File: config.mk
export PLATFORM = sky130hd
export DESIGN_NAME = motor_nvm_device_flat
export DESIGN_NICKNAME = d
export VERILOG_FILES = /design/src/motor_nvm_pkg.sv /design/src/motor_ctrl_if.sv /design/src/motor_nvm_device.sv /design/src/flat_wrapper.sv
export SDC_FILE = /design/constraint.sdc
export NUM_CORES = 1
export LEC_CHECK = 0
export CORE_UTILIZATION = 45
export DETAILED_ROUTE_END_ITERATION = 16
export DONT_BUFFER_PORTS = 1
export PLACE_DENSITY_LB_ADDON = 0.12
export SETUP_SLACK_MARGIN = 0.02
export SKIP_LAST_GASP = 1
export SLEW_MARGIN = 20
export SYNTH_ARGS = -nofsm -noshare
export SYNTH_HDL_FRONTEND = slang
export SYNTH_SLANG_ARGS = --single-unit
File: constraint.sdc
create_clock -name clk_i -period 3.9 [get_ports clk_i]
set_clock_uncertainty 0.15 [all_clocks]
set_input_delay 0.585 -clock clk_i [delete_from_list [all_inputs] [get_ports clk_i]]
set_output_delay 0.585 -clock clk_i [all_outputs]
set_load 0.01 [all_outputs]
File: src/motor_nvm_pkg.sv
// Shared constants for the low-power and nonvolatile configuration controller
package motor_nvm_pkg;
	// ==========================================================
	// Widths
	localparam int ADDR_W     = 8;
	localparam int DATA_W     = 16;
	localparam int NVM_WORDS  = 7;
	localparam int NVM_BITS   = NVM_WORDS * DATA_W;
	localparam int SPEED_W    = 9;
	localparam int CODE_W     = 7;
	localparam int DECODED_W  = 11;
	localparam int CNT_W      = 24;

	// ==========================================================
	// Device register offsets
	localparam logic [7:0] SPEED_CMD_OFS    = 8'h30;
	localparam logic [7:0] UNLOCK_OFS       = 8'h31;
	localparam logic [7:0] STATUS_OFS       = 8'h32;
	localparam logic [7:0] CONTROL_OFS      = 8'h35;
	localparam logic [7:0] MOTOR_CTRL_OFS   = 8'h60;
	localparam logic [7:0] SHADOW_FIRST_OFS = 8'h90;
	localparam logic [7:0] SHADOW_LAST_OFS  = 8'h96;

	// ==========================================================
	// Field positions and codes
	localparam int SERIAL_SPEED_BIT   = 15;
	localparam int MOTOR_DISABLE_BIT  = 15;
	localparam int PWM_SELECT_BIT     = 0;
	localparam int READY_BIT          = 0;
	localparam int CTL_MODE_LSB       = 0;
	localparam int CTL_WRITE_BIT      = 2;
	localparam int CTL_REFRESH_BIT    = 3;
	localparam int CTL_SHADOW_BIT     = 4;
	localparam logic [1:0] MODE_MASS  = 2'h2;
	localparam logic [15:0] KEY_CLEAR = 16'h0000;
	localparam logic [15:0] KEY_OPEN  = 16'hc0de;

	// ==========================================================
	// Reset values
	localparam logic [15:0] SPEED_CMD_RST  = 16'h0000;
	localparam logic [15:0] MOTOR_CTRL_RST = 16'h0000;
	localparam logic [15:0] CONTROL_RST    = 16'h0000;

	// ==========================================================
	// Timing
	localparam int CLK_HZ              = 20_000_000;
	localparam int CLK_MHZ             = CLK_HZ / 1_000_000;
	localparam int ENTRY_TIME_US       = 1000;
	localparam int STANDBY_EXIT_TIME_US = 100;
	localparam int EXIT_TIME_US        = 200;
	localparam int GAP_TIME_US         = 10000;
	localparam int NVM_WORD_TIME_US    = 10;
	localparam int ENTRY_CYCLES        = ENTRY_TIME_US * CLK_MHZ;
	localparam int STANDBY_EXIT_CYCLES = STANDBY_EXIT_TIME_US * CLK_MHZ;
	localparam int EXIT_CYCLES         = EXIT_TIME_US * CLK_MHZ;
	localparam int GAP_CYCLES          = GAP_TIME_US * CLK_MHZ;
	localparam int NVM_WORD_CYCLES     = NVM_WORD_TIME_US * CLK_MHZ;
	localparam int HOST_TIMEOUT_CYCLES = 1000;

	// ==========================================================
	// Host command registers
	localparam logic [7:0] HOST_DATA_OFS   = 8'h00;
	localparam logic [7:0] HOST_CMD_OFS    = 8'h04;
	localparam logic [7:0] HOST_STATUS_OFS = 8'h08;
	localparam logic [7:0] HOST_PIN_OFS    = 8'h0c;
	localparam int HOST_CMD_WE_BIT         = 8;
endpackage

File: src/motor_ctrl_if.sv
// Register link and speed pin between host and motor controller
`timescale 1ns/1ps
interface motor_ctrl_if;
	logic        req;
	logic        we;
	logic [7:0]  addr;
	logic [15:0] wdata;
	logic        ack;
	logic [15:0] rdata;
	logic        speed_pin;

	modport device(input req, we, addr, wdata, speed_pin, output ack, rdata);
	modport host(output req, we, addr, wdata, speed_pin, input ack, rdata);
endinterface

File: src/motor_nvm_device.sv
// Motor controller end: overvoltage stop, low-power states, configuration memory
// Summary of operation
// - Overvoltage stops drive until supply falls back
// - Low-power state stops motor drive
// - Sleep: regulator, serial off, volatile registers reset
// - Standby: regulator, registers, serial stay alive
// - Analog: low level for entry time enters
// - Analog: above exit level leaves standby
// - Analog sleep exit needs digital high
// - Pulse mode: low enters, duty wakes sleep
// - Serial: zero enters, non-zero leaves standby
// - Only speed pin high ends sleep
// - Host sleep sequence one via speed register
// - Host sleep sequence two via motor disable
// - Seven sixteen-bit nonvolatile configuration words
// - Host waits, disables motor before access
// - Unlock needs zero then key writes
// - Ready flag reported, host polls it
// - Host fills all seven shadow words first
// - Write command copies shadows to memory
// - Read command loads shadows from memory
// - Host re-enables motor after transfer
// - Program stopped, power cycle, read back
// - Resistance, back-EMF codes in first words
// - Code decodes as mantissa shifted left
`timescale 1ns/1ps
module motor_nvm_device #(
	parameter bit SLEEP_VARIANT       = 1'b1,
	parameter int ENTRY_CYCLES        = motor_nvm_pkg::ENTRY_CYCLES,
	parameter int STANDBY_EXIT_CYCLES = motor_nvm_pkg::STANDBY_EXIT_CYCLES,
	parameter int EXIT_CYCLES         = motor_nvm_pkg::EXIT_CYCLES,
	parameter int GAP_CYCLES          = motor_nvm_pkg::GAP_CYCLES,
	parameter int NVM_WORD_CYCLES     = motor_nvm_pkg::NVM_WORD_CYCLES
) (
	// Clock and reset
	input  wire logic        clk_i,
	input  wire logic        rst_i,
	// Host link
	motor_ctrl_if.device     link,
	// Comparators
	input  wire logic        ov_above_rise_i,
	input  wire logic        ov_below_fall_i,
	input  wire logic        speed_below_entry_i,
	input  wire logic        speed_above_exit_i,
	// Status and drive
	output logic             motor_drive_o,
	output logic             regulator_en_o,
	output logic             serial_en_o,
	output logic             lowpower_o,
	output logic [8:0]       speed_o,
	output logic [10:0]      phase_resistance_o,
	output logic [10:0]      backemf_o
);
	localparam int CW = motor_nvm_pkg::CNT_W;
	localparam int NW = motor_nvm_pkg::NVM_WORDS;
	if (ENTRY_CYCLES < 1 || STANDBY_EXIT_CYCLES < 1 || EXIT_CYCLES < 1 || GAP_CYCLES < 1 ||
		NVM_WORD_CYCLES < 1 || ENTRY_CYCLES >= 2**CW || STANDBY_EXIT_CYCLES >= 2**CW ||
		EXIT_CYCLES >= 2**CW || GAP_CYCLES >= 2**CW || NVM_WORD_CYCLES >= 2**CW) begin : g_check
		$error("Cycle counts must lie between 1 and the counter range");
	end
	typedef enum logic [1:0] {nv_idle, nv_write, nv_read} nvm_state_e;
	typedef enum logic {pw_active, pw_lowpower} power_state_e;
	// ==========================================================
	// State
	nvm_state_e    nv_state_reg;
	power_state_e  pw_state_reg;
	logic [15:0]   speed_cmd_reg, motor_ctrl_reg, control_reg, rdata_reg, rd_next;
	logic          armed_reg, unlocked_reg, ready_reg, ack_reg, ov_reg;
	logic [15:0]   shadow_reg [NW], nvm_mem [NW];
	logic [2:0]    idx_reg;
	logic [CW-1:0] wait_cnt_reg, entry_cnt_reg, exit_cnt_reg, gap_cnt_reg, exit_last;
	logic          asleep, take, wr, serial_mode, pwm_mode, speed_zero, enter_cond;
	logic          exit_cond, enter_now, leave_now, soft_clear, word_done, ctl_ok, nvm_start;
	function automatic logic shadow_hit(input logic [7:0] a);
		return a >= motor_nvm_pkg::SHADOW_FIRST_OFS && a <= motor_nvm_pkg::SHADOW_LAST_OFS;
	endfunction
	function automatic logic [2:0] shadow_index(input logic [7:0] a);
		return 3'(a - motor_nvm_pkg::SHADOW_FIRST_OFS);
	endfunction
	function automatic logic [10:0] decode_code(input logic [6:0] c);
		return {7'h00, c[3:0]} << c[6:4];
	endfunction
	// ==========================================================
	// Decode
	assign asleep      = SLEEP_VARIANT && pw_state_reg == pw_lowpower;
	assign take        = link.req && !ack_reg && !asleep;
	assign wr          = take && link.we;
	assign serial_mode = speed_cmd_reg[motor_nvm_pkg::SERIAL_SPEED_BIT];
	assign pwm_mode    = motor_ctrl_reg[motor_nvm_pkg::PWM_SELECT_BIT];
	assign speed_zero  = speed_cmd_reg[8:0] == 9'h000;
	// Entry source follows the speed mode
	assign enter_cond  = serial_mode ? speed_zero :
		pwm_mode ? !link.speed_pin :
		speed_below_entry_i;
	// Sleep loses the serial port, so only the pin can wake it
	assign exit_cond   = SLEEP_VARIANT ? link.speed_pin :
		serial_mode ? !speed_zero :
		pwm_mode ? link.speed_pin :
		speed_above_exit_i;
	assign exit_last   = (SLEEP_VARIANT || pwm_mode || serial_mode) ? CW'(EXIT_CYCLES - 1) :
		CW'(STANDBY_EXIT_CYCLES - 1);
	assign enter_now   = pw_state_reg == pw_active && nv_state_reg == nv_idle && enter_cond &&
		entry_cnt_reg == CW'(ENTRY_CYCLES - 1);
	assign leave_now   = pw_state_reg == pw_lowpower && exit_cond && exit_cnt_reg == exit_last;
	assign soft_clear  = rst_i || (SLEEP_VARIANT && enter_now);
	assign word_done   = nv_state_reg != nv_idle && wait_cnt_reg == CW'(NVM_WORD_CYCLES - 1);
	assign ctl_ok      = !link.wdata[motor_nvm_pkg::CTL_SHADOW_BIT] && !link.wdata[motor_nvm_pkg::CTL_REFRESH_BIT] &&
		link.wdata[motor_nvm_pkg::CTL_MODE_LSB+1:motor_nvm_pkg::CTL_MODE_LSB] == motor_nvm_pkg::MODE_MASS;
	assign nvm_start   = wr && link.addr == motor_nvm_pkg::CONTROL_OFS && unlocked_reg && nv_state_reg == nv_idle && ctl_ok;
	// ==========================================================
	// Register link
	always_comb begin
		rd_next = 16'h0000;
		if (link.addr == motor_nvm_pkg::SPEED_CMD_OFS) begin
			rd_next = speed_cmd_reg;
		end else if (link.addr == motor_nvm_pkg::STATUS_OFS) begin
			rd_next[motor_nvm_pkg::READY_BIT] = ready_reg;
		end else if (link.addr == motor_nvm_pkg::CONTROL_OFS) begin
			rd_next = control_reg;
		end else if (link.addr == motor_nvm_pkg::MOTOR_CTRL_OFS) begin
			rd_next = motor_ctrl_reg;
		end else if (shadow_hit(link.addr)) begin
			rd_next = shadow_reg[shadow_index(link.addr)];
		end
	end
	always_ff @(posedge clk_i) begin
		if (rst_i) begin
			ack_reg   <= 1'b0;
			rdata_reg <= 16'h0000;
		end else begin
			ack_reg <= take;
			if (take) begin
				rdata_reg <= rd_next;
			end
		end
	end
	assign link.ack   = ack_reg;
	assign link.rdata = rdata_reg;
	// Volatile registers are lost on sleep entry
	always_ff @(posedge clk_i) begin
		if (soft_clear) begin
			speed_cmd_reg  <= motor_nvm_pkg::SPEED_CMD_RST;
			motor_ctrl_reg <= motor_nvm_pkg::MOTOR_CTRL_RST;
			control_reg    <= motor_nvm_pkg::CONTROL_RST;
		end else if (wr) begin
			if (link.addr == motor_nvm_pkg::SPEED_CMD_OFS) begin
				speed_cmd_reg <= link.wdata;
			end else if (link.addr == motor_nvm_pkg::MOTOR_CTRL_OFS) begin
				motor_ctrl_reg <= link.wdata;
			end else if (link.addr == motor_nvm_pkg::CONTROL_OFS) begin
				control_reg <= link.wdata;
			end
		end
	end
	// Any write to the unlock register other than the expected step relocks
	always_ff @(posedge clk_i) begin
		if (soft_clear) begin
			armed_reg    <= 1'b0;
			unlocked_reg <= 1'b0;
		end else if (wr && link.addr == motor_nvm_pkg::UNLOCK_OFS) begin
			armed_reg    <= link.wdata == motor_nvm_pkg::KEY_CLEAR;
			unlocked_reg <= armed_reg && link.wdata == motor_nvm_pkg::KEY_OPEN;
		end
	end
	// ==========================================================
	// Configuration memory transfer
	always_ff @(posedge clk_i) begin
		if (soft_clear) begin
			nv_state_reg <= nv_read;
			idx_reg      <= 3'h0;
			wait_cnt_reg <= '0;
			ready_reg    <= 1'b0;
		end else if (nv_state_reg == nv_idle) begin
			if (nvm_start) begin
				nv_state_reg <= link.wdata[motor_nvm_pkg::CTL_WRITE_BIT] ? nv_write : nv_read;
				idx_reg      <= 3'h0;
				wait_cnt_reg <= '0;
				ready_reg    <= 1'b0;
			end
		end else if (word_done) begin
			wait_cnt_reg <= '0;
			idx_reg      <= idx_reg + 3'h1;
			if (idx_reg == 3'(NW - 1)) begin
				nv_state_reg <= nv_idle;
				ready_reg    <= 1'b1;
			end
		end else begin
			wait_cnt_reg <= wait_cnt_reg + CW'(1);
		end
	end
	always_ff @(posedge clk_i) begin
		if (word_done && nv_state_reg == nv_read) begin
			shadow_reg[idx_reg] <= nvm_mem[idx_reg];
		end else if (wr && shadow_hit(link.addr)) begin
			shadow_reg[shadow_index(link.addr)] <= link.wdata;
		end
	end
	// Not reset: contents survive everything but a write command
	always_ff @(posedge clk_i) begin
		if (word_done && nv_state_reg == nv_write) begin
			nvm_mem[idx_reg] <= shadow_reg[idx_reg];
		end
	end
	// ==========================================================
	// Low-power qualification
	always_ff @(posedge clk_i) begin
		if (rst_i || pw_state_reg != pw_active || !enter_cond || nv_state_reg != nv_idle) begin
			entry_cnt_reg <= '0;
		end else if (entry_cnt_reg != CW'(ENTRY_CYCLES - 1)) begin
			entry_cnt_reg <= entry_cnt_reg + CW'(1);
		end
	end
	// Highs accumulate across short lows so a narrow pulse train still wakes
	always_ff @(posedge clk_i) begin
		if (rst_i || pw_state_reg != pw_lowpower) begin
			exit_cnt_reg <= '0;
			gap_cnt_reg  <= '0;
		end else if (exit_cond) begin
			gap_cnt_reg <= '0;
			if (exit_cnt_reg != exit_last) begin
				exit_cnt_reg <= exit_cnt_reg + CW'(1);
			end
		end else if (gap_cnt_reg == CW'(GAP_CYCLES - 1)) begin
			exit_cnt_reg <= '0;
			gap_cnt_reg  <= '0;
		end else begin
			gap_cnt_reg <= gap_cnt_reg + CW'(1);
		end
	end
	always_ff @(posedge clk_i) begin
		if (rst_i) begin
			pw_state_reg <= pw_active;
		end else if (enter_now) begin
			pw_state_reg <= pw_lowpower;
		end else if (leave_now) begin
			pw_state_reg <= pw_active;
		end
	end
	always_ff @(posedge clk_i) begin
		if (rst_i) begin
			ov_reg <= 1'b0;
		end else if (ov_above_rise_i) begin
			ov_reg <= 1'b1;
		end else if (ov_below_fall_i) begin
			ov_reg <= 1'b0;
		end
	end
	// ==========================================================
	// Outputs
	always_ff @(posedge clk_i) begin
		if (rst_i) begin
			motor_drive_o      <= 1'b0;
			regulator_en_o     <= 1'b1;
			serial_en_o        <= 1'b1;
			lowpower_o         <= 1'b0;
			speed_o            <= 9'h000;
			phase_resistance_o <= 11'h000;
			backemf_o          <= 11'h000;
		end else begin
			motor_drive_o      <= !ov_reg && pw_state_reg == pw_active &&
				!motor_ctrl_reg[motor_nvm_pkg::MOTOR_DISABLE_BIT];
			regulator_en_o     <= !asleep;
			serial_en_o        <= !asleep;
			lowpower_o         <= pw_state_reg == pw_lowpower;
			speed_o            <= speed_cmd_reg[8:0];
			phase_resistance_o <= decode_code(shadow_reg[0][6:0]);
			backemf_o          <= decode_code(shadow_reg[1][6:0]);
		end
	end
endmodule

File: src/flat_wrapper.sv
// flat-port wrapper written by rule: the top's interface ports become plain ports
module motor_nvm_device_flat 
#(
	parameter bit SLEEP_VARIANT       = 1'b1,
	parameter int ENTRY_CYCLES        = motor_nvm_pkg::ENTRY_CYCLES,
	parameter int STANDBY_EXIT_CYCLES = motor_nvm_pkg::STANDBY_EXIT_CYCLES,
	parameter int EXIT_CYCLES         = motor_nvm_pkg::EXIT_CYCLES,
	parameter int GAP_CYCLES          = motor_nvm_pkg::GAP_CYCLES,
	parameter int NVM_WORD_CYCLES     = motor_nvm_pkg::NVM_WORD_CYCLES
)
  (clk_i, rst_i, ov_above_rise_i, ov_below_fall_i, speed_below_entry_i, speed_above_exit_i, motor_drive_o, regulator_en_o, serial_en_o, lowpower_o, speed_o, phase_resistance_o, backemf_o, link_req, link_we, link_addr, link_wdata, link_speed_pin, link_ack, link_rdata);
  motor_ctrl_if link_i ();
  input  wire logic clk_i;
  input  wire logic rst_i;
  input  wire logic ov_above_rise_i;
  input  wire logic ov_below_fall_i;
  input  wire logic speed_below_entry_i;
  input  wire logic speed_above_exit_i;
  output logic motor_drive_o;
  output logic regulator_en_o;
  output logic serial_en_o;
  output logic lowpower_o;
  output logic [8:0] speed_o;
  output logic [10:0] phase_resistance_o;
  output logic [10:0] backemf_o;
  input wire logic [$bits(link_i.req)-1:0] link_req;
  input wire logic [$bits(link_i.we)-1:0] link_we;
  input wire logic [$bits(link_i.addr)-1:0] link_addr;
  input wire logic [$bits(link_i.wdata)-1:0] link_wdata;
  input wire logic [$bits(link_i.speed_pin)-1:0] link_speed_pin;
  output wire logic [$bits(link_i.ack)-1:0] link_ack;
  output wire logic [$bits(link_i.rdata)-1:0] link_rdata;
  assign link_i.req = link_req;
  assign link_i.we = link_we;
  assign link_i.addr = link_addr;
  assign link_i.wdata = link_wdata;
  assign link_i.speed_pin = link_speed_pin;
  assign link_ack = link_i.ack;
  assign link_rdata = link_i.rdata;
  motor_nvm_device #(.SLEEP_VARIANT(SLEEP_VARIANT), .ENTRY_CYCLES(ENTRY_CYCLES), .STANDBY_EXIT_CYCLES(STANDBY_EXIT_CYCLES), .EXIT_CYCLES(EXIT_CYCLES), .GAP_CYCLES(GAP_CYCLES), .NVM_WORD_CYCLES(NVM_WORD_CYCLES)) u_core (.clk_i(clk_i), .rst_i(rst_i), .link(link_i), .ov_above_rise_i(ov_above_rise_i), .ov_below_fall_i(ov_below_fall_i), .speed_below_entry_i(speed_below_entry_i), .speed_above_exit_i(speed_above_exit_i), .motor_drive_o(motor_drive_o), .regulator_en_o(regulator_en_o), .serial_en_o(serial_en_o), .lowpower_o(lowpower_o), .speed_o(speed_o), .phase_resistance_o(phase_resistance_o), .backemf_o(backemf_o));
endmodule
# After elaboration in Yosys (flattened, before gate mapping)

Memories as Yosys holds them, arrays and structs flattened. A register that Yosys moved wholly into a read port is not among the register bits.
Index checks and enable logic that the tools add are counted.
W data, S select, Z words.

Register bits: 205
RAM bits: 224
Memories: 2
Output and inout port bits: 52
Logic and storage cells: 152
Input bits: 33

Memories:

| name              | words | bits a word | read ports | clocked after memory_dff | wr ports | line                   | RTL |
|---|---|---|---|---|---|---|---|
| u_core.nvm_mem    | 7     | 16          | 1          | 1                        | 1        | motor_nvm_device.sv:69 | `logic [15:0] shadow_reg [NW], nvm_mem [NW];` |
| u_core.shadow_reg | 7     | 16          | 4          | 1                        | 1        | motor_nvm_device.sv:69 |  |

Bitwise logic cells: 3
$lt $le $gt $ge: 2
Multiplexer cells: 44
Equal/unequal tests: 18
Reductions and logical operators: 53
Shifts and indexed selects: 2
Add/subtract/negate cells: 6

Operators by type and width:

| operator                | count |
|---|---|
| $mux W24                | 6 |
| $add A24 B1 Y24 const B | 4 |
| $mux W16                | 5 |
| $eq A8 B6 Y1 const B    | 4 |
| $eq A24 B12 Y1 const B  | 1 |
| $eq A24 B15 Y1 const B  | 1 |
| $eq A24 B18 Y1 const B  | 1 |
| $eq A24 B8 Y1 const B   | 1 |
| $mux W3                 | 8 |
| $ne A24 B12 Y1 const B  | 1 |
| $ne A24 B15 Y1 const B  | 1 |
| $logic_and A1 B1 Y1     | 23 |
| $shl A4 B3 Y11          | 2 |
| $mux W1                 | 19 |
| $eq A16 B16 Y1 const B  | 1 |
| $logic_not A16 Y1       | 1 |
| $reduce_or A16 Y1       | 1 |
| $mux W15                | 1 |
| $reduce_bool A2 Y1      | 6 |
| $mux W2                 | 5 |
| $logic_not A9 Y1        | 1 |
| $eq A8 B7 Y1 const B    | 1 |
| $ge A8 B8 Y1 const B    | 1 |
| $le A8 B8 Y1 const B    | 1 |
| other kinds (14)        | 32 |

# Longest topological paths before layout

Word-level depth: 12
Depth in mapped cells: 9
Depth with buffers taken out: 6

# Least setup slack after synthesis

Ideal clock, no wire load.

Path kind: input to register
From: input port link_addr[3]
To: memory u_core.shadow_reg[0][0] (enable)
Stages: 6
Required time: 3.334 ns
Setup time: 0.416 ns
Setup slack: 0.124 ns
Buffers on the path: 2
Arrival time: 3.210 ns
Path through: or3b_1 -> buf_2 -> nor4b_4 -> o211ai_2 -> buf_4 -> o32ai_1

Word-level cells in the longest chain between the ends: 8
Elaborated cells on any way between the ends: 10
Those cells by class: 2 x order compare; 5 x mux; 3 x reduce/logical

Ends and longest elaborated chain:

| what                                                | line                    | RTL |
|---|---|---|
| start, declared                                     | flat_wrapper.sv:28      | `input wire logic [$bits(link_i.addr)-1:0] link_addr;` |
| $ge A8 B8 Y1 / $le A8 B8 Y1 (equally long branches) | motor_nvm_device.sv:75  | `return a >= motor_nvm_pkg::SHADOW_FIRST_OFS && a <= motor_nvm_pkg::SHADOW_LAST_OFS;` |
| $logic_and A1 B1 Y1 *                               | motor_nvm_device.sv:75  |  |
| $logic_and A1 B1 Y1 *                               | motor_nvm_device.sv:194 | `end else if (wr && shadow_hit(link.addr)) begin` |
| $mux W1 *                                           | motor_nvm_device.sv:194 |  |
| $mux W1 *                                           | motor_nvm_device.sv:192 | `if (word_done && nv_state_reg == nv_read) begin` |
| $mux W1 (implied by the code) *                     | motor_nvm_device.sv:195 | `shadow_reg[shadow_index(link.addr)] <= link.wdata;` |
| $reduce_or A16 Y1 (no line)                         | --                      |  |
| $mux W3 (no line) / $mux W1 (equally long branches) | --                      |  |
| end, declared                                       | motor_nvm_device.sv:69  |  |

Every way passes the cells marked *; elsewhere a longest branch is shown, timed or not.

# Worst setup path after layout

From: register u_core.wait_cnt_reg[0]
To: memory u_core.shadow_reg[0][2], data pin

Word-level cells in the longest chain between the ends: 7

Ends and longest elaborated chain:

| what                          | line                    | RTL |
|---|---|---|
| start, declared               | motor_nvm_device.sv:71  | `logic [CW-1:0] wait_cnt_reg, entry_cnt_reg, exit_cnt_reg, gap_cnt_reg, exit_last;` |
| start signal, assigned        | motor_nvm_device.sv:188 | `wait_cnt_reg <= wait_cnt_reg + CW'(1);` |
| $eq A24 B8 Y1                 | motor_nvm_device.sv:106 | `assign word_done = nv_state_reg != nv_idle && wait_cnt_reg == CW'(NVM_WORD_CYCLES - 1);` |
| $logic_and A1 B1 Y1           | motor_nvm_device.sv:106 |  |
| $logic_and A1 B1 Y1           | motor_nvm_device.sv:192 |  |
| $mux W1                       | motor_nvm_device.sv:192 |  |
| $mux W1 (implied by the code) | motor_nvm_device.sv:195 |  |
| $reduce_or A16 Y1 (no line)   | --                      |  |
| $mux W16 (no line)            | --                      |  |

No other way between the ends.

==> impl_results.md <==
- Most common cell after layout, fill and taps aside: edfxtp_1
- Psw: approximately 0.002 W
- Largest net degree at the start of global routing: 81
- Final WS setup: around 0.98 ns
- Postcts setup bufs: 0
- Post-synthesis cell count: 1,649
- Via density: 5.905
- Fin. max-slew vios: 0
- Synth Cell Area: 19,850 um^2
- Die height: between 200 and 250 um
- Sequential area share after synthesis: between 50% and 60%
- I/O pin count: 85
- Maximum VDD drop: between 0.0003 and 0.0004 V
- Met3 WL: 3422 um
- Pleak: between 6 and 7 nW
- RSZ-0062 raised after global routing: no
- CP Class: reg -> reg
- Netlist cell types: 64
- Reg power frac: 51.9%
- Top_reg_cell synth: edfxtp_1
- Switching fraction of total power: approximately 21%
- Inst Count DP: about 2,200
- Wire length per cell: approximately 23 um
- Hold Violations, Final: 0
- WL final: roughly 51,000 um
- Tmin final: 2.921 ns
- Seq cells post-synth: about 450
- Max reg flops: between 100 and 150
- Max_cap viols: 0
- Ys Warns: 0
- Least-Margin Pin Slew: ~1.1 ns
- Worst skew pair latency: a little under 0.6 ns
- Mean Syn Cell Area: around 12 um^2
- Vias: 13,362
- DIE AREA: roughly 45,000 um^2
- Cell Rows: 76
- Ratio of cells with drive above 1 in the final layout: 15.69%
- Overall Global Routing Usage: approximately 23%
- Cts bufs inserted: 48
- Period Utilization, post-route: between 70% and 80%
- First DRT Iteration DRCs: approximately 1,000
- Fillers: around 3,800
- DIE WIDTH: ~210 um
- First-pass detailed-route iteration total: 5
- Max Fclk: 342.3 MHz
- Tot Pwr: approximately 0.0096 W
- Clock power share: about 46%
- Ys async rst share: 0%
- Net Count, Synth: around 1,700
- Status: complete, no violations
- Critical Path Source Type: flop
- WL met1: around 22,000 um
- IO Port Bufs: 0
- Vias in the first global route: ~13,000
- Critical path capture point type: flop
- R2R depth: 7
- Relative slew slack: about a quarter
- CTS tree: built
- P per Cell Area: 431.1 nW/um^2
- Initial antenna violation count: 2
- Layout Nets: ~1,700
- Core footprint: ~43,000 um^2
- Final HPWL DP: between 30,000 and 40,000 um
- Max layer used: met4
- Comb pwr share: 2.0%
- Final ANT Viol Nets: 0
- Initial Utilization: 45.89%
- Clock-pin slew on the worst setup and hold paths: 0.06 ns
- Req. time, crit path: slightly above 4 ns
- Non-filler instance count after layout: approximately 2,300
- Placer congestion estimate: between 0.8 and 0.9
- P_int: between 0.007 and 0.008 W
- GR Overflow Total: 0
- H-tree depth: 2
- Area Growth Syn to Fin: 11.72%
- Pre-CTS setup slack: about 0.90 ns
- Crit path max fanout: 21
- Hold-critical path depth: 2
- Critical Path AT: 3.06 ns
- First-pass GRT wire length: between 70,000 and 80,000 um
- Root buffer cell: clkbuf_16
- EDFF count, synth: 240
- TNS Setup: 0 ns
- HP Class: in -> reg
- DRC viols: 0
- WL met2: 24,650 um
- Bufs on Longest Clock Path: 3
- Final setup fails: 0
- Most frequent cells in the layout: 240 x edfxtp_1, 205 x dfxtp_1, 139 x nand2_1
- Clock tree sinks: between 400 and 500
## cell type report
type | instances | area [um^2] | area share [%]
sequential | 448 | 11380 | 51.29
timing repair buffer | 52 | 470.5 | 2.121
clock inverter | 13 | 131.4 | 0.5923
antenna | 2 | 5.005 | 0.02256
tap | 585 | 732.0 | 3.300
inverter | 14 | 52.55 | 0.2369
multi-input combinational | 1078 | 8043 | 36.26
clock buffer | 71 | 1369 | 6.171
## layer usage
layer,vias up,global-route usage [%]
met5,-,0
met4,0,6.972
met3,61,4.993
met2,336,38.22
met1,6675,30.53
li1,6290,-
## power groups by stage
stage | clock (W) | combinational, W | sequential (W)
4_1_cts | 0.00449 | 0.000193 | 0.00497
3_3_place_gp | 0 | 0.000156 | 0.00507
5_1_grt | 0.00467 | 0.000208 | 0.00497
6_report | 0.00440 | 0.000192 | 0.00497
2_1_floorplan | 0 | 0.000148 | 0.00506
3_5_place_dp | 0 | 0.000157 | 0.00507
## stage by stage
step                util [%]  hold WS, ns  cell area, um^2
floorplan                  -       0.2505            19850
global placement       47.34       0.2860            20480
detailed placement     47.34       0.2901            20480
CTS                    51.24    0.0009873            22170
global route           51.25      0.01058            22180
finish                 51.26      0.02679            22180
## Yosys cell counts (all sizes together), types with 18 or more instances
master  count  area (um^2)
edfxtp    240         7207
dfxtp     208         4164
nand2     139        521.8
a21oi     120        600.6
nor2      116        440.4
nand3      92        460.4
mux4       80         1802
mux2       70        788.3
clkbuf     64        240.2
o21ai      53        265.3
buf        45        231.5
nand4      31        193.9
or3        29        181.4
xor2       28        245.2
nor4       26        175.2
mux2i      22        220.2
nor3       21        110.1
or4        20        153.9
nor2b      18        112.6
## repair_timing
action,4_1_cts,5_1_grt
hold buffers,18,0
endpoints found under the hold margin,89,0
gates resized for setup,0,0
## final timing paths
| check | slack (ns) | to | startpoint |
|---|---|---|---|
| worst max-delay path | 0.98 | u_core.shadow_reg[0][2]$_DFFE_PP_ | u_core.wait_cnt_reg[0]$_SDFFE_PP0P_ |
| worst max register to register | 0.98 | u_core.shadow_reg[0][2]$_DFFE_PP_ | u_core.wait_cnt_reg[0]$_SDFFE_PP0P_ |
| worst min register to register | 0.30 | u_core.control_reg[3]$_SDFFE_PP0P_ | u_core.control_reg[3]$_SDFFE_PP0P_ |
| worst min-delay path | 0.03 | u_core.motor_ctrl_reg[3]$_SDFFE_PP0P_ | link_wdata[3] |
## critical path, stage by stage (launching register included)
cell      delay (ns)
dfxtp_1         0.43
ha_1            0.26
and2_1          0.24
nand4_1         0.14
or2_1           0.35
o211ai_2        0.17
buf_4           0.37
mux2_1          0.50
## cells by family after synthesis
logic type | Yosys count | synth area share (%)
and+or+nand+nor | 576 | 14.97
DFF | 448 | 57.27
AOI/OAI and AO/OA | 287 | 8.949
muxes | 172 | 14.15
buffers and inverters | 123 | 2.641
xor gates and xnor gates | 37 | 1.632
adders and majority gates | 6 | 0.3781
No activity file was read; power rests on OpenSTA's default activity.
